===== src/verilog/afc_defs.svh =====
// Constants for the strobe-driven buffer controller.
// Assumes a 100 MHz sys_clk.
`ifndef AFC_DEFS_SVH
`define AFC_DEFS_SVH
`define AFC_CLK_NS 10
`define AFC_PULSE_NS 50
`define AFC_RECOV_NS 20
`define AFC_PULSE_CYC ((`AFC_PULSE_NS + `AFC_CLK_NS - 1) / `AFC_CLK_NS)
`define AFC_RECOV_CYC ((`AFC_RECOV_NS + `AFC_CLK_NS - 1) / `AFC_CLK_NS)
`define AFC_REG_CTRL 32'h0000_0000
`define AFC_REG_WDATA 32'h0000_0004
`define AFC_REG_RDATA 32'h0000_0008
`define AFC_REG_STATUS 32'h0000_000c
`define AFC_CTRL_WRITE 0
`define AFC_CTRL_READ 1
`define AFC_CTRL_RESET 2
`define AFC_CTRL_REWIND 3
`define AFC_CTRL_CASCADE 4
`define AFC_CTRL_FIRST 5
`define AFC_CTRL_OE 6
`define AFC_RESP_OKAY 2'b00
`define AFC_RESP_SLVERR 2'b10
`endif


===== src/verilog/afc_pkg.sv =====
// Types for the strobe-driven buffer controller.
// Assumes afc_defs.svh is available on the include path.
package afc_pkg;
    typedef enum logic [2:0] {
        AFC_IDLE, AFC_ASSERT, AFC_RECOVER
    } afc_phase_t;
    typedef enum logic [1:0] {
        AFC_OP_WRITE, AFC_OP_READ, AFC_OP_RESET, AFC_OP_REWIND
    } afc_op_t;
    typedef struct packed {
        logic full_n;
        logic empty_n;
        logic near_n;
        logic half_n;
    } afc_flags_t;
    typedef struct packed {
        logic write_n;
        logic read_n;
        logic reset_n;
        logic rewind_n;
        logic oe_n;
        logic cascade_n;
        logic [8:0] data;
    } afc_pins_t;
endpackage


===== src/verilog/afc_sync.sv =====
// Two-flop synchroniser for the device's status pins and data outputs.
// Assumes inputs come from outside the sys_clk domain.
`timescale 1ns/100ps
module afc_sync #(
    parameter int WIDTH = 1
) (
    input wire logic sys_clk,
    input wire logic arst_n,
    input wire logic [WIDTH-1:0] async_in,
    output logic [WIDTH-1:0] sync_out
);
    typedef struct packed {
        logic [WIDTH-1:0] s1;
        logic [WIDTH-1:0] s2;
    } afc_sync_st_t;
    afc_sync_st_t st_q;
    afc_sync_st_t st_d;
    always_comb begin
        st_d.s1 = async_in;
        st_d.s2 = st_q.s1;
    end
    always_ff @(posedge sys_clk or negedge arst_n) begin
        if (!arst_n) begin
            st_q <= '0;
        end else begin
            st_q <= st_d;
        end
    end
    assign sync_out = st_q.s2;
endmodule // afc_sync


===== src/verilog/afc_host.sv =====
// Controller that drives a strobe-controlled asynchronous buffer.
// Assumes AXI4-Lite software access and the device pins on one board.
`timescale 1ns/100ps
`include "afc_defs.svh"
module afc_host
    import afc_pkg::*;
#(
    parameter int PULSE_CYC = `AFC_PULSE_CYC,
    parameter int RECOV_CYC = `AFC_RECOV_CYC
) (
    input wire logic sys_clk,
    input wire logic arst_n,
    input wire logic [31:0] s_axi_awaddr,
    input wire logic s_axi_awvalid,
    output logic s_axi_awready,
    input wire logic [31:0] s_axi_wdata,
    input wire logic [3:0] s_axi_wstrb,
    input wire logic s_axi_wvalid,
    output logic s_axi_wready,
    output logic [1:0] s_axi_bresp,
    output logic s_axi_bvalid,
    input wire logic s_axi_bready,
    input wire logic [31:0] s_axi_araddr,
    input wire logic s_axi_arvalid,
    output logic s_axi_arready,
    output logic [31:0] s_axi_rdata,
    output logic [1:0] s_axi_rresp,
    output logic s_axi_rvalid,
    input wire logic s_axi_rready,
    output logic write_n,
    output logic read_n,
    output logic master_reset_n,
    output logic first_load_rewind_n,
    output logic oe_n,
    output logic cascade_in_n,
    output logic [8:0] push_data,
    input wire logic [8:0] pop_data,
    input wire logic full_flag_n,
    input wire logic empty_flag_n,
    input wire logic near_limit_flag_n,
    input wire logic cascade_out_half_n
);
    // ------------------------------------------------------------
    // State
    // ------------------------------------------------------------
    typedef struct packed {
        logic aw_got;
        logic w_got;
        logic [31:0] awaddr;
        logic [31:0] wdata;
        logic bvalid;
        logic [1:0] bresp;
        logic rvalid;
        logic [1:0] rresp;
        logic [31:0] rdata;
        afc_phase_t phase;
        afc_op_t op;
        logic [15:0] cnt;
        logic pending;
        logic busy;
        logic cascade;
        logic first;
        logic oe_q;
        logic reset_done;
        logic [8:0] last_pop;
        logic blocked;
        afc_pins_t pins;
    } afc_st_t;
    afc_st_t st_q;
    afc_st_t st_d;
    logic [12:0] sync_bus;
    afc_flags_t flags;
    logic [8:0] pop_s;
    afc_sync #(
        .WIDTH(13)
    ) u_sync (
        .sys_clk(sys_clk),
        .arst_n(arst_n),
        .async_in({full_flag_n, empty_flag_n, near_limit_flag_n, cascade_out_half_n, pop_data}),
        .sync_out(sync_bus)
    );
    assign flags = afc_flags_t'(sync_bus[12:9]);
    assign pop_s = sync_bus[8:0];
    function automatic logic [31:0] status_word(input afc_st_t s, input afc_flags_t f);
        status_word = {16'h0000, s.last_pop, s.blocked, s.reset_done, s.busy,
            f.full_n, f.empty_n, f.near_n, f.half_n};
    endfunction
    // ------------------------------------------------------------
    // Next state
    // ------------------------------------------------------------
    always_comb begin
        st_d = st_q;
        if (s_axi_awvalid && !st_q.aw_got && !st_q.bvalid) begin
            st_d.aw_got = 1'b1;
            st_d.awaddr = s_axi_awaddr;
        end
        if (s_axi_wvalid && !st_q.w_got && !st_q.bvalid) begin
            st_d.w_got = 1'b1;
            st_d.wdata = s_axi_wdata;
        end
        if (st_q.bvalid && s_axi_bready) begin
            st_d.bvalid = 1'b0;
        end
        if (st_q.rvalid && s_axi_rready) begin
            st_d.rvalid = 1'b0;
        end
        if (st_q.aw_got && st_q.w_got && !st_q.bvalid) begin
            st_d.aw_got = 1'b0;
            st_d.w_got = 1'b0;
            st_d.bvalid = 1'b1;
            st_d.bresp = `AFC_RESP_OKAY;
            unique case (st_q.awaddr[7:0])
                8'(`AFC_REG_CTRL): begin
                    st_d.cascade = st_q.wdata[`AFC_CTRL_CASCADE];
                    st_d.first = st_q.wdata[`AFC_CTRL_FIRST];
                    st_d.oe_q = st_q.wdata[`AFC_CTRL_OE];
                    if (!st_q.busy && !st_q.pending && |st_q.wdata[3:0]) begin
                        st_d.pending = 1'b1;
                        // Reset outranks rewind, rewind outranks read and write.
                        if (st_q.wdata[`AFC_CTRL_RESET]) begin
                            st_d.op = AFC_OP_RESET;
                        end else if (st_q.wdata[`AFC_CTRL_REWIND]) begin
                            st_d.op = AFC_OP_REWIND;
                        end else if (st_q.wdata[`AFC_CTRL_READ]) begin
                            st_d.op = AFC_OP_READ;
                        end else begin
                            st_d.op = AFC_OP_WRITE;
                        end
                    end
                end
                8'(`AFC_REG_WDATA): st_d.pins.data = st_q.wdata[8:0];
                default: st_d.bresp = `AFC_RESP_SLVERR;
            endcase
        end
        if (s_axi_arvalid && !st_q.rvalid) begin
            st_d.rvalid = 1'b1;
            st_d.rresp = `AFC_RESP_OKAY;
            unique case (s_axi_araddr[7:0])
                8'(`AFC_REG_CTRL): st_d.rdata = {25'h0, st_q.oe_q, st_q.first, st_q.cascade, 4'h0};
                8'(`AFC_REG_WDATA): st_d.rdata = {23'h0, st_q.pins.data};
                8'(`AFC_REG_RDATA): st_d.rdata = {23'h0, st_q.last_pop};
                8'(`AFC_REG_STATUS): st_d.rdata = status_word(st_q, flags);
                default: begin
                    st_d.rdata = 32'h0000_0000;
                    st_d.rresp = `AFC_RESP_SLVERR;
                end
            endcase
        end
        // Cascade input low selects single mode; high joins a chain.
        st_d.pins.cascade_n = st_q.cascade;
        st_d.pins.oe_n = !st_q.oe_q;
        // In a chain, first-load held low marks the first device.
        if (st_q.phase == AFC_IDLE && !st_q.pending) begin
            st_d.pins.rewind_n = !(st_q.cascade && st_q.first);
        end
        unique case (st_q.phase)
            AFC_IDLE: begin
                if (st_q.pending) begin
                    st_d.pending = 1'b0;
                    st_d.busy = 1'b1;
                    st_d.cnt = 16'(PULSE_CYC);
                    st_d.phase = AFC_ASSERT;
                    st_d.blocked = 1'b0;
                    unique case (st_q.op)
                        AFC_OP_RESET: st_d.pins.reset_n = 1'b0;
                        AFC_OP_REWIND: begin
                            if (st_q.cascade) begin
                                st_d.blocked = 1'b1;
                                st_d.phase = AFC_IDLE;
                                st_d.busy = 1'b0;
                            end else begin
                                st_d.pins.rewind_n = 1'b0;
                            end
                        end
                        AFC_OP_READ: begin
                            if (!flags.empty_n) begin
                                st_d.blocked = 1'b1;
                                st_d.phase = AFC_IDLE;
                                st_d.busy = 1'b0;
                            end else begin
                                st_d.pins.read_n = 1'b0;
                            end
                        end
                        AFC_OP_WRITE: begin
                            if (!flags.full_n || !st_q.reset_done) begin
                                st_d.blocked = 1'b1;
                                st_d.phase = AFC_IDLE;
                                st_d.busy = 1'b0;
                            end else begin
                                st_d.pins.write_n = 1'b0;
                            end
                        end
                    endcase
                end
            end
            AFC_ASSERT: begin
                st_d.cnt = st_q.cnt - 16'h0001;
                if (st_q.cnt <= 16'h0001) begin
                    if (!st_q.pins.read_n) begin
                        st_d.last_pop = pop_s;
                    end
                    if (!st_q.pins.reset_n) begin
                        st_d.reset_done = 1'b1;
                    end
                    st_d.pins.write_n = 1'b1;
                    st_d.pins.read_n = 1'b1;
                    st_d.pins.reset_n = 1'b1;
                    st_d.pins.rewind_n = 1'b1;
                    st_d.cnt = 16'(RECOV_CYC) + 16'h0002;
                    st_d.phase = AFC_RECOVER;
                end
            end
            AFC_RECOVER: begin
                // Extra two cycles let synchronised flags settle.
                st_d.cnt = st_q.cnt - 16'h0001;
                if (st_q.cnt <= 16'h0001) begin
                    st_d.busy = 1'b0;
                    st_d.phase = AFC_IDLE;
                end
            end
            default: st_d.phase = AFC_IDLE;
        endcase
    end
    always_ff @(posedge sys_clk or negedge arst_n) begin
        if (!arst_n) begin
            st_q <= '0;
            st_q.phase <= AFC_IDLE;
            st_q.op <= AFC_OP_WRITE;
            st_q.pins <= '{write_n: 1'b1, read_n: 1'b1, reset_n: 1'b1, rewind_n: 1'b1,
                oe_n: 1'b1, cascade_n: 1'b0, data: 9'h000};
        end else begin
            st_q <= st_d;
        end
    end
    // ------------------------------------------------------------
    // Outputs
    // ------------------------------------------------------------
    assign s_axi_awready = !st_q.aw_got && !st_q.bvalid;
    assign s_axi_wready = !st_q.w_got && !st_q.bvalid;
    assign s_axi_bvalid = st_q.bvalid;
    assign s_axi_bresp = st_q.bresp;
    assign s_axi_arready = !st_q.rvalid;
    assign s_axi_rvalid = st_q.rvalid;
    assign s_axi_rdata = st_q.rdata;
    assign s_axi_rresp = st_q.rresp;
    assign write_n = st_q.pins.write_n;
    assign read_n = st_q.pins.read_n;
    assign master_reset_n = st_q.pins.reset_n;
    assign first_load_rewind_n = st_q.pins.rewind_n;
    assign oe_n = st_q.pins.oe_n;
    assign cascade_in_n = st_q.pins.cascade_n;
    assign push_data = st_q.pins.data;
endmodule // afc_host


===== config.mk =====
export PLATFORM = sky130hd
export DESIGN_NAME = afc_host
export DESIGN_NICKNAME = d
export VERILOG_FILES = /design/src/verilog/afc_pkg.sv /design/src/verilog/afc_sync.sv /design/src/verilog/afc_host.sv
export VERILOG_INCLUDE_DIRS = /design/src /design/src/verilog
export SDC_FILE = /design/constraint.sdc
export NUM_CORES = 1
export LEC_CHECK = 0
export ABC_AREA = 1
export BUFFER_PORTS_ARGS = -buffer_cell sky130_fd_sc_hd__buf_2
export CORE_ASPECT_RATIO = 0.5
export CORE_MARGIN = 2
export CORE_UTILIZATION = 30
export DETAILED_ROUTE_END_ITERATION = 6
export GPL_TIMING_DRIVEN = 0
export PLACE_DENSITY_LB_ADDON = 0.05
export SETUP_SLACK_MARGIN = 0.05
export SYNTH_ARGS = -nofsm -noshare
export SYNTH_HDL_FRONTEND = slang
export SYNTH_SLANG_ARGS = --single-unit

===== constraint.sdc =====
create_clock -name sys_clk -period 1.7 [get_ports sys_clk]
set_input_delay 0.255 -clock sys_clk [delete_from_list [all_inputs] [get_ports sys_clk]]
set_output_delay 0.255 -clock sys_clk [all_outputs]
set_load 0.01 [all_outputs]

==> results of run 1 <==
[layer usage]
metal  vias to the layer above  share of wire
li1                       2204              -
met1                      2011           0.50
met2                        64           0.46
met3                         6          0.035
met4                         0         0.0062
met5                         -              0
[cell families (layout without fill, tap and decap cells)]
| group | Yosys count | in the layout | synth area share |
|---|---|---|---|
| xor+xnor | 8 | 8 | 0.0129 |
| flops | 116 | 116 | 0.537 |
| fa+ha+maj | 6 | 6 | 0.0139 |
| compound gates | 56 | 56 | 0.0561 |
| simple gates | 313 | 314 | 0.265 |
| other cells | 1 | 18 | 0.000692 |
| buf+inv | 112 | 255 | 0.115 |
[layout by cell type (no fill, tap or decap), drive strengths merged, types with 3 or more instances in the layout]
cell type and instances:
clkinv 6, dfrtp 111, buf 147, dlygate4sd3 14, ha 6, xor2 8, nor2 72, dfstp 5
nand2 162, conb 18, bufinv 3, inv 61, clkinvlp 3, nand4 13, nand3 62, clkbuf 21
a21oi 21, o21ai 30
[flip-flops by register name, indices dropped and copies added, names as in the netlist]
| signal | cells |
|---|---|
| s_axi_bvalid | 1 |
| st_d | 1 |
| s_axi_rvalid | 1 |
| u_sync.st_d | 13 |
| cascade_in_n | 1 |
| first_load_rewind_n | 1 |
| master_reset_n | 1 |
| write_n | 1 |
| s_axi_rresp | 1 |
| u_sync.sync_out | 13 |
| s_axi_rdata | 16 |
| push_data | 9 |
| oe_n | 1 |
| read_n | 1 |
| s_axi_bresp | 1 |
| st_q | 54 |
[final cells by class]
cell class,count,share of cell area
buffer,55,0.0562
timing repair buffer,110,0.0987
inverter,57,0.0310
sequential,116,0.399
multi-input combinational,402,0.289
tap,234,0.0401
clock inverter,15,0.0267
timing repair inverter,1,0.00103
clock buffer,17,0.0583
[power by group]
| part | internal [W] | switching, W | total [W] |
|---|---|---|---|
| sequential | 0.00314 | 0.000231 | 0.00337 |
| clock | 0.00235 | 0.00140 | 0.00374 |
| combinational | 0.000953 | 0.00162 | 0.00257 |
| total | 0.00644 | 0.00325 | 0.00969 |
[per-stage QoR]
step	TNS, ns	std cells	utilization
after floorplan	0	629	-
after global placement	-137.10	945	0.353
after detailed placement	-0.0126	946	0.355
after CTS	0	998	0.402
after global routing	-0.0708	1007	0.416
final	0	1007	0.416
[synthesized netlist by cell type]
cell type / n / area [um^2]
nand2_1: 154 / 578
dfrtp_1: 111 / 2780
nor2_1: 58 / 218
nand3_1: 57 / 285
inv_1: 52 / 195
buf_4: 47 / 353
a21oi_1: 20 / 100
o21ai_0: 17 / 85.1
o21ai_1: 13 / 65.1
nand4_1: 12 / 75.1
nor2_2: 10 / 62.6
xor2_1: 8 / 70.1
nand2_2: 7 / 43.8
ha_1: 6 / 75.1
dfstp_2: 5 / 131
buf_2: 4 / 20.0
nand3_2: 4 / 40.0
nor2_4: 4 / 45.0
buf_6: 2 / 22.5
clkbuf_1: 2 / 7.51
inv_2: 2 / 7.51
o21bai_1: 2 / 15.0
a21oi_4: 1 / 16.3
a31oi_1: 1 / 6.26
and2_1: 1 / 6.26
clkinv_1: 1 / 3.75
clkinv_2: 1 / 5.00
conb_1: 1 / 3.75
inv_4: 1 / 6.26
nand3_4: 1 / 17.5
nand3b_1: 1 / 7.51
nand4_4: 1 / 21.3
nor3_1: 1 / 5.00
nor4_4: 1 / 21.3
o211ai_1: 1 / 7.51
o221ai_1: 1 / 8.76
or2_2: 1 / 6.26
[worst min path at each step]
stage	from	end	slack, ns
6_report	s_axi_bready	s_axi_bvalid	0.02
5_1_grt	s_axi_bready	s_axi_bvalid	0.02
4_1_cts	s_axi_bready	s_axi_bvalid	0.01
3_5_place_dp	arst_n	st_q[128]	0.29
3_3_place_gp	u_sync.st_d[12]	u_sync.sync_out[12]	0.33
2_1_floorplan	arst_n	cascade_in_n	-0.04
[repair_timing]
action	in CTS	in global routing
hold endpoints to repair	71	0
pin swaps	3	15
cloned	1	3
setup endpoints to repair	22	36
resized for setup	8	36
setup buffers	5	6
hold buffers	14	0
==> metrics, run 1 <==
register area=about 2900 um^2; TritonCTS clock tree=built; reg2reg end=st_q[22]; WP buf/inv=4; syn_area_per_cell=slightly below 9 um^2; H-Tree Level Count=4; Initial DRC Count=around 270; total track usage=0.141; Worst-Skew Late Latency=between 0.4 and 0.5 ns; total I/O pin count=176; first-pass detailed-route iteration total=5; IO Port Bufs=82; CTS Buf Count=17; Worst path depth=11; Seq/Total Area, Yosys=0.537; CTS Buffer Depth=2; Root Buffer=clkbuf_16; CP Cell Sequence=inv_2 > ha_4 > inv_4 > nand2_2 > nand2_2 > nor2_4 > nand3_4 > inv_8 > clkbuf_16 > nand3_1 > nand2_1; hold-critical path depth=2; area grow syn2layout=34.8%; outcome=complete, no violations; DP Wirelength=slightly above 9000 um; Critical Path Sink Type=flip-flop; pwr dens=1330 nW/um^2; GR Overflow Total=0; HP Class=in -> reg; Clock Sink Count=approximately 120; Yosys reg bits=between 100 and 150; final WL=roughly 13000 um; total power=0.00969 W; crit path max fanout=6; CP startpoint kind=flip-flop; Post-route DRC=0; ant diodes=0; Most Crowded Layer GR=met2; Initial Util=0.309; FF-to-FF setup slack=approximately 0.086 ns; fin area=about 7300 um^2; Worst R2R Path Depth=11; Critical Path Max Stage Delay=about 0.42 ns; Worst-path clk slew=around 0.060 ns; Vias/cell=between 4 and 5; Slew @ Worst Pin=about 0.60 ns; Final Hold Fails=0; GP Congestion=between 0.7 and 0.8; hold_ws=around 0.025 ns; crit path to=st_q[22]; Die Wd=between 150 and 200 um; Crit path required time=2.04 ns; Die H=~99 um; met3 Use GR=0.0329; nets@finish=~890; most used cell, CP=nand2_2; Placed Area=6220 um^2; maximum vdd drop=a little over 700 uV; first-pass GRT wire length=between 20000 and 25000 um; Highest Clock Rate=about 620 MHz; Synth Cell Area=approximately 5400 um^2; Pins Over Slew Limit=0; core area=17500 um^2; pin count of the biggest net entering global routing=63; slowest CP cell=dfrtp_1; setup ws final=roughly 0.086 ns; RSZ-0062 raised after global routing=yes; crit path DAT=just under 2 ns; Synth cell types=37; minimum clock period=1.61 ns; fin crit share=0.949; share of cells above drive strength 1=0.323; Synth Warn #=0; # rows=34; Via Count=4285; Placement Setup Slack=-0.0126 ns; MaxCap Viol Count=0; Final ANT Viol Nets=0; Crit path max-delay family=simple AND/OR/NAND/NOR gates; CP Class=reg -> reg; Leak Pwr=around 3.7 nW; # setup viols final=0; number of global-route vias before repair=4247; headroom to the max-slew limit=0.599; fillers=between 1500 and 2000; Syn Inst Count=slightly above 600; met1 global-route usage=0.192; post-DR wirelength/cell=13.1 um; worst reg2reg startpoint=st_q[31]; initial antenna violation count=0; skew final=0.0130 ns; die area=between 15000 and 20000 um^2; area of the multi-input gates=~2100 um^2; crit path from=st_q[31]; met2 global-route usage=0.226
Note: power is estimated with default switching activity, not from simulation.
==> run 2: changes to the inputs <==
--- a/config.mk
+++ b/config.mk
@@ -10,7 +10,7 @@
 export BUFFER_PORTS_ARGS = -buffer_cell sky130_fd_sc_hd__buf_2
 export CORE_ASPECT_RATIO = 0.5
 export CORE_MARGIN = 2
-export CORE_UTILIZATION = 30
+export CORE_UTILIZATION = 50
 export DETAILED_ROUTE_END_ITERATION = 6
 export GPL_TIMING_DRIVEN = 0
 export PLACE_DENSITY_LB_ADDON = 0.05
==> run 2 against run 1 <==
Net effect: register-to-register slack barely moved; routed wire length down 10%; final cell count is 9.6% lower; global-route usage rose by 7.2 points; worst hold slack better by 0.011 ns; first-iteration DRC count shrank 23%; die area fell by 39%; largest power group is now sequential cells.
==> metrics, run 2 (same netlist as run 1, synthesis figures left out) <==
skew final=0.0107 ns (-0.00227 ns); Die H=77.6 um (-22%); IO Port Bufs=82 (unchanged); CP Class=reg -> reg; outcome=complete, no violations; Final ANT Viol Nets=0 (unchanged); RSZ-0062 raised after global routing=yes; initial antenna violation count=0 (unchanged); Worst-Skew Late Latency=0.40 ns (about the same); # setup viols final=0 (unchanged); sequential power share=0.361 (+0.013); Crit path required time=1.99 ns (-0.05 ns); GR Overflow Total=0 (unchanged); sw frac=0.329 (-0.00654); number of global-route vias before repair=4131 (-2.7%); Clock Sink Count=116 (unchanged); share of cells above drive strength 1=0.296 (-0.0273); maximum vdd drop=701 uV (-3.4%); Pint=0.00628 W (-2.5%); ant diodes=0 (unchanged); pin count of the biggest net entering global routing=101 (+60%); met1 global-route usage=0.287 (+0.0953); hold_ws=0.0352 ns (+0.0105 ns); fin crit share=0.953 (+0.00372); Die Wd=151 um (-22%); post-DR wirelength/cell=13.0 um (-0.72%); Gate power share=0.282 (+0.017); max reg flops=54 (unchanged); Fin Setup TNS=0 ns (unchanged); MaxCap Viol Count=0 (unchanged); Leak Pwr=3.69 nW (-1.7%); Initial DRC Count=209 (-23%); H-Tree Level Count=4 (unchanged); Initial Util=0.522 (+0.213); HP Class=in -> reg; crit path max fanout=5 (-1); Post-route DRC=0 (unchanged); met3 Use GR=0.0453 (+0.0124); NetSw=0.00307 W (-5.3%); area grow syn2layout=28.6%; fin area=6960 um^2 (-4.6%); Via Count=4349 (+1.5%); nets@finish=883 (-0.34%); register area=2910 um^2 (unchanged); DP Wirelength=8050 um (-14%); first-pass detailed-route iteration total=4 (-1); Placed Area=6100 um^2 (-1.9%); # rows=26 (-24%); Root Buffer=clkbuf_16; Worst-path clk slew=0.06 ns (about the same); crit path DAT=1.91 ns (-0.04 ns); total I/O pin count=176 (unchanged); first-pass GRT wire length=19400 um (-9.4%); Final Hold Fails=0 (unchanged); Pins Over Slew Limit=0 (unchanged); CTS Buffer Depth=2 (unchanged); TritonCTS clock tree=built; total track usage=0.213 (+0.0715); fillers=885 (-50%); Most Crowded Layer GR=met2; core area=10400 um^2 (-41%); clock share of power=0.357 (-0.029); CP startpoint kind=flip-flop; Vias/cell=4.78 (+12%); die area=11700 um^2 (-39%); GP Congestion=0.794 (+7.8%); minimum clock period=1.62 ns (+0.00632 ns); final WL=11800 um (-10%); commonest non-fill, non-tap cell in the layout=nand2_1; Highest Clock Rate=617 MHz (-0.39%); Layout Utilization=0.671 (+0.255); largest register by flop count=st_q; met2 global-route usage=0.352 (+0.126); most frequent cells in the layout=nand2_1 (149), dfrtp_1 (111), buf_2 (85); CTS Buf Count=17 (unchanged); area of the multi-input gates=2010 um^2 (-4.8%); Critical Path Sink Type=flip-flop; pwr dens=1340 nW/um^2 (+1.2%)
run 2: changes by cell type in the layout (fill, tap and decap cells not counted), moves of 3 or more:
cell	delta
nand2_2	-4
nand3_1	+4
nand3_2	-3
inv_6	-4
clkinv_4	-4
nand2_1	+4
clkbuf_1	+4
clkbuf_8	+3
run 2: stage by stage:
step / total power, W / setup slack (ns) / std cells
after floorplan: 0.00513 / 0.207 / 629
after global placement: 0.00563 / -1.04 / 851
after detailed placement: 0.00570 / 0.00316 / 852
after CTS: 0.00927 / 0.0444 / 904
after global routing: 0.00992 / -0.00785 / 910
final: 0.00935 / 0.0799 / 910
run 2: layout make-up:
| type | instances | share of cell area |
|---|---|---|
| Timing Repair inverter | 1 | 0.00108 |
| Buffer | 55 | 0.0584 |
| Tap cell | 140 | 0.0252 |
| Clock buffer | 24 | 0.0692 |
| Multi-Input combinational cell | 401 | 0.289 |
| Inverter | 57 | 0.0318 |
| Sequential cell | 116 | 0.418 |
| Clock inverter | 8 | 0.0113 |
| Timing Repair Buffer | 108 | 0.0968 |
run 2: worst max-delay path: stages (launching register included):
cell	delay (ns)
dfrtp_1	0.41
inv_2	0.11
ha_4	0.16
inv_4	0.04
nand2_2	0.06
nand2_2	0.06
nor2_4	0.15
nand3_2	0.10
nand2_2	0.11
nand2_4	0.08
clkinvlp_4	0.15
nor2_1	0.06
run 2: power groups by stage:
stage / sequential, W / clock [W] / combinational [W]
final: 0.00338 / 0.00333 / 0.00264
after global routing: 0.00342 / 0.00355 / 0.00295
after CTS: 0.00338 / 0.00337 / 0.00252
after detailed placement: 0.00342 / 0 / 0.00228
after global placement: 0.00340 / 0 / 0.00222
after floorplan: 0.00337 / 0 / 0.00176
run 2: path summary, 6_finish.rpt:
check                                     from            endpoint  slack (ns)  cells after the start
worst max-delay path                  st_q[32]            st_q[41]        0.08                     11
worst min-delay path              s_axi_rready        s_axi_rvalid        0.04                      2
worst max register to register        st_q[32]            st_q[41]        0.08                     11
worst min register to register  u_sync.st_d[9]  u_sync.sync_out[9]        0.35                      0
max in group asynchronous               arst_n             write_n        0.72                      3
min in group asynchronous               arst_n           st_q[127]        0.25                      2
run 2: routing by layer:
layer | vias to the layer above | routed length (um)
met3 | 10 | 541
li1 | 2190 | -
met1 | 2060 | 5500
met4 | 0 | 82
met2 | 89 | 5680
met5 | - | 0
run 2: what timing repair did:
action                     CTS  global route
pin swaps                    3            12
setup endpoints to repair   19            32
hold buffers                14             0
gates cloned                 1             0
resized for setup            4            19
hold endpoints to repair    29             0
setup buffers                5             6
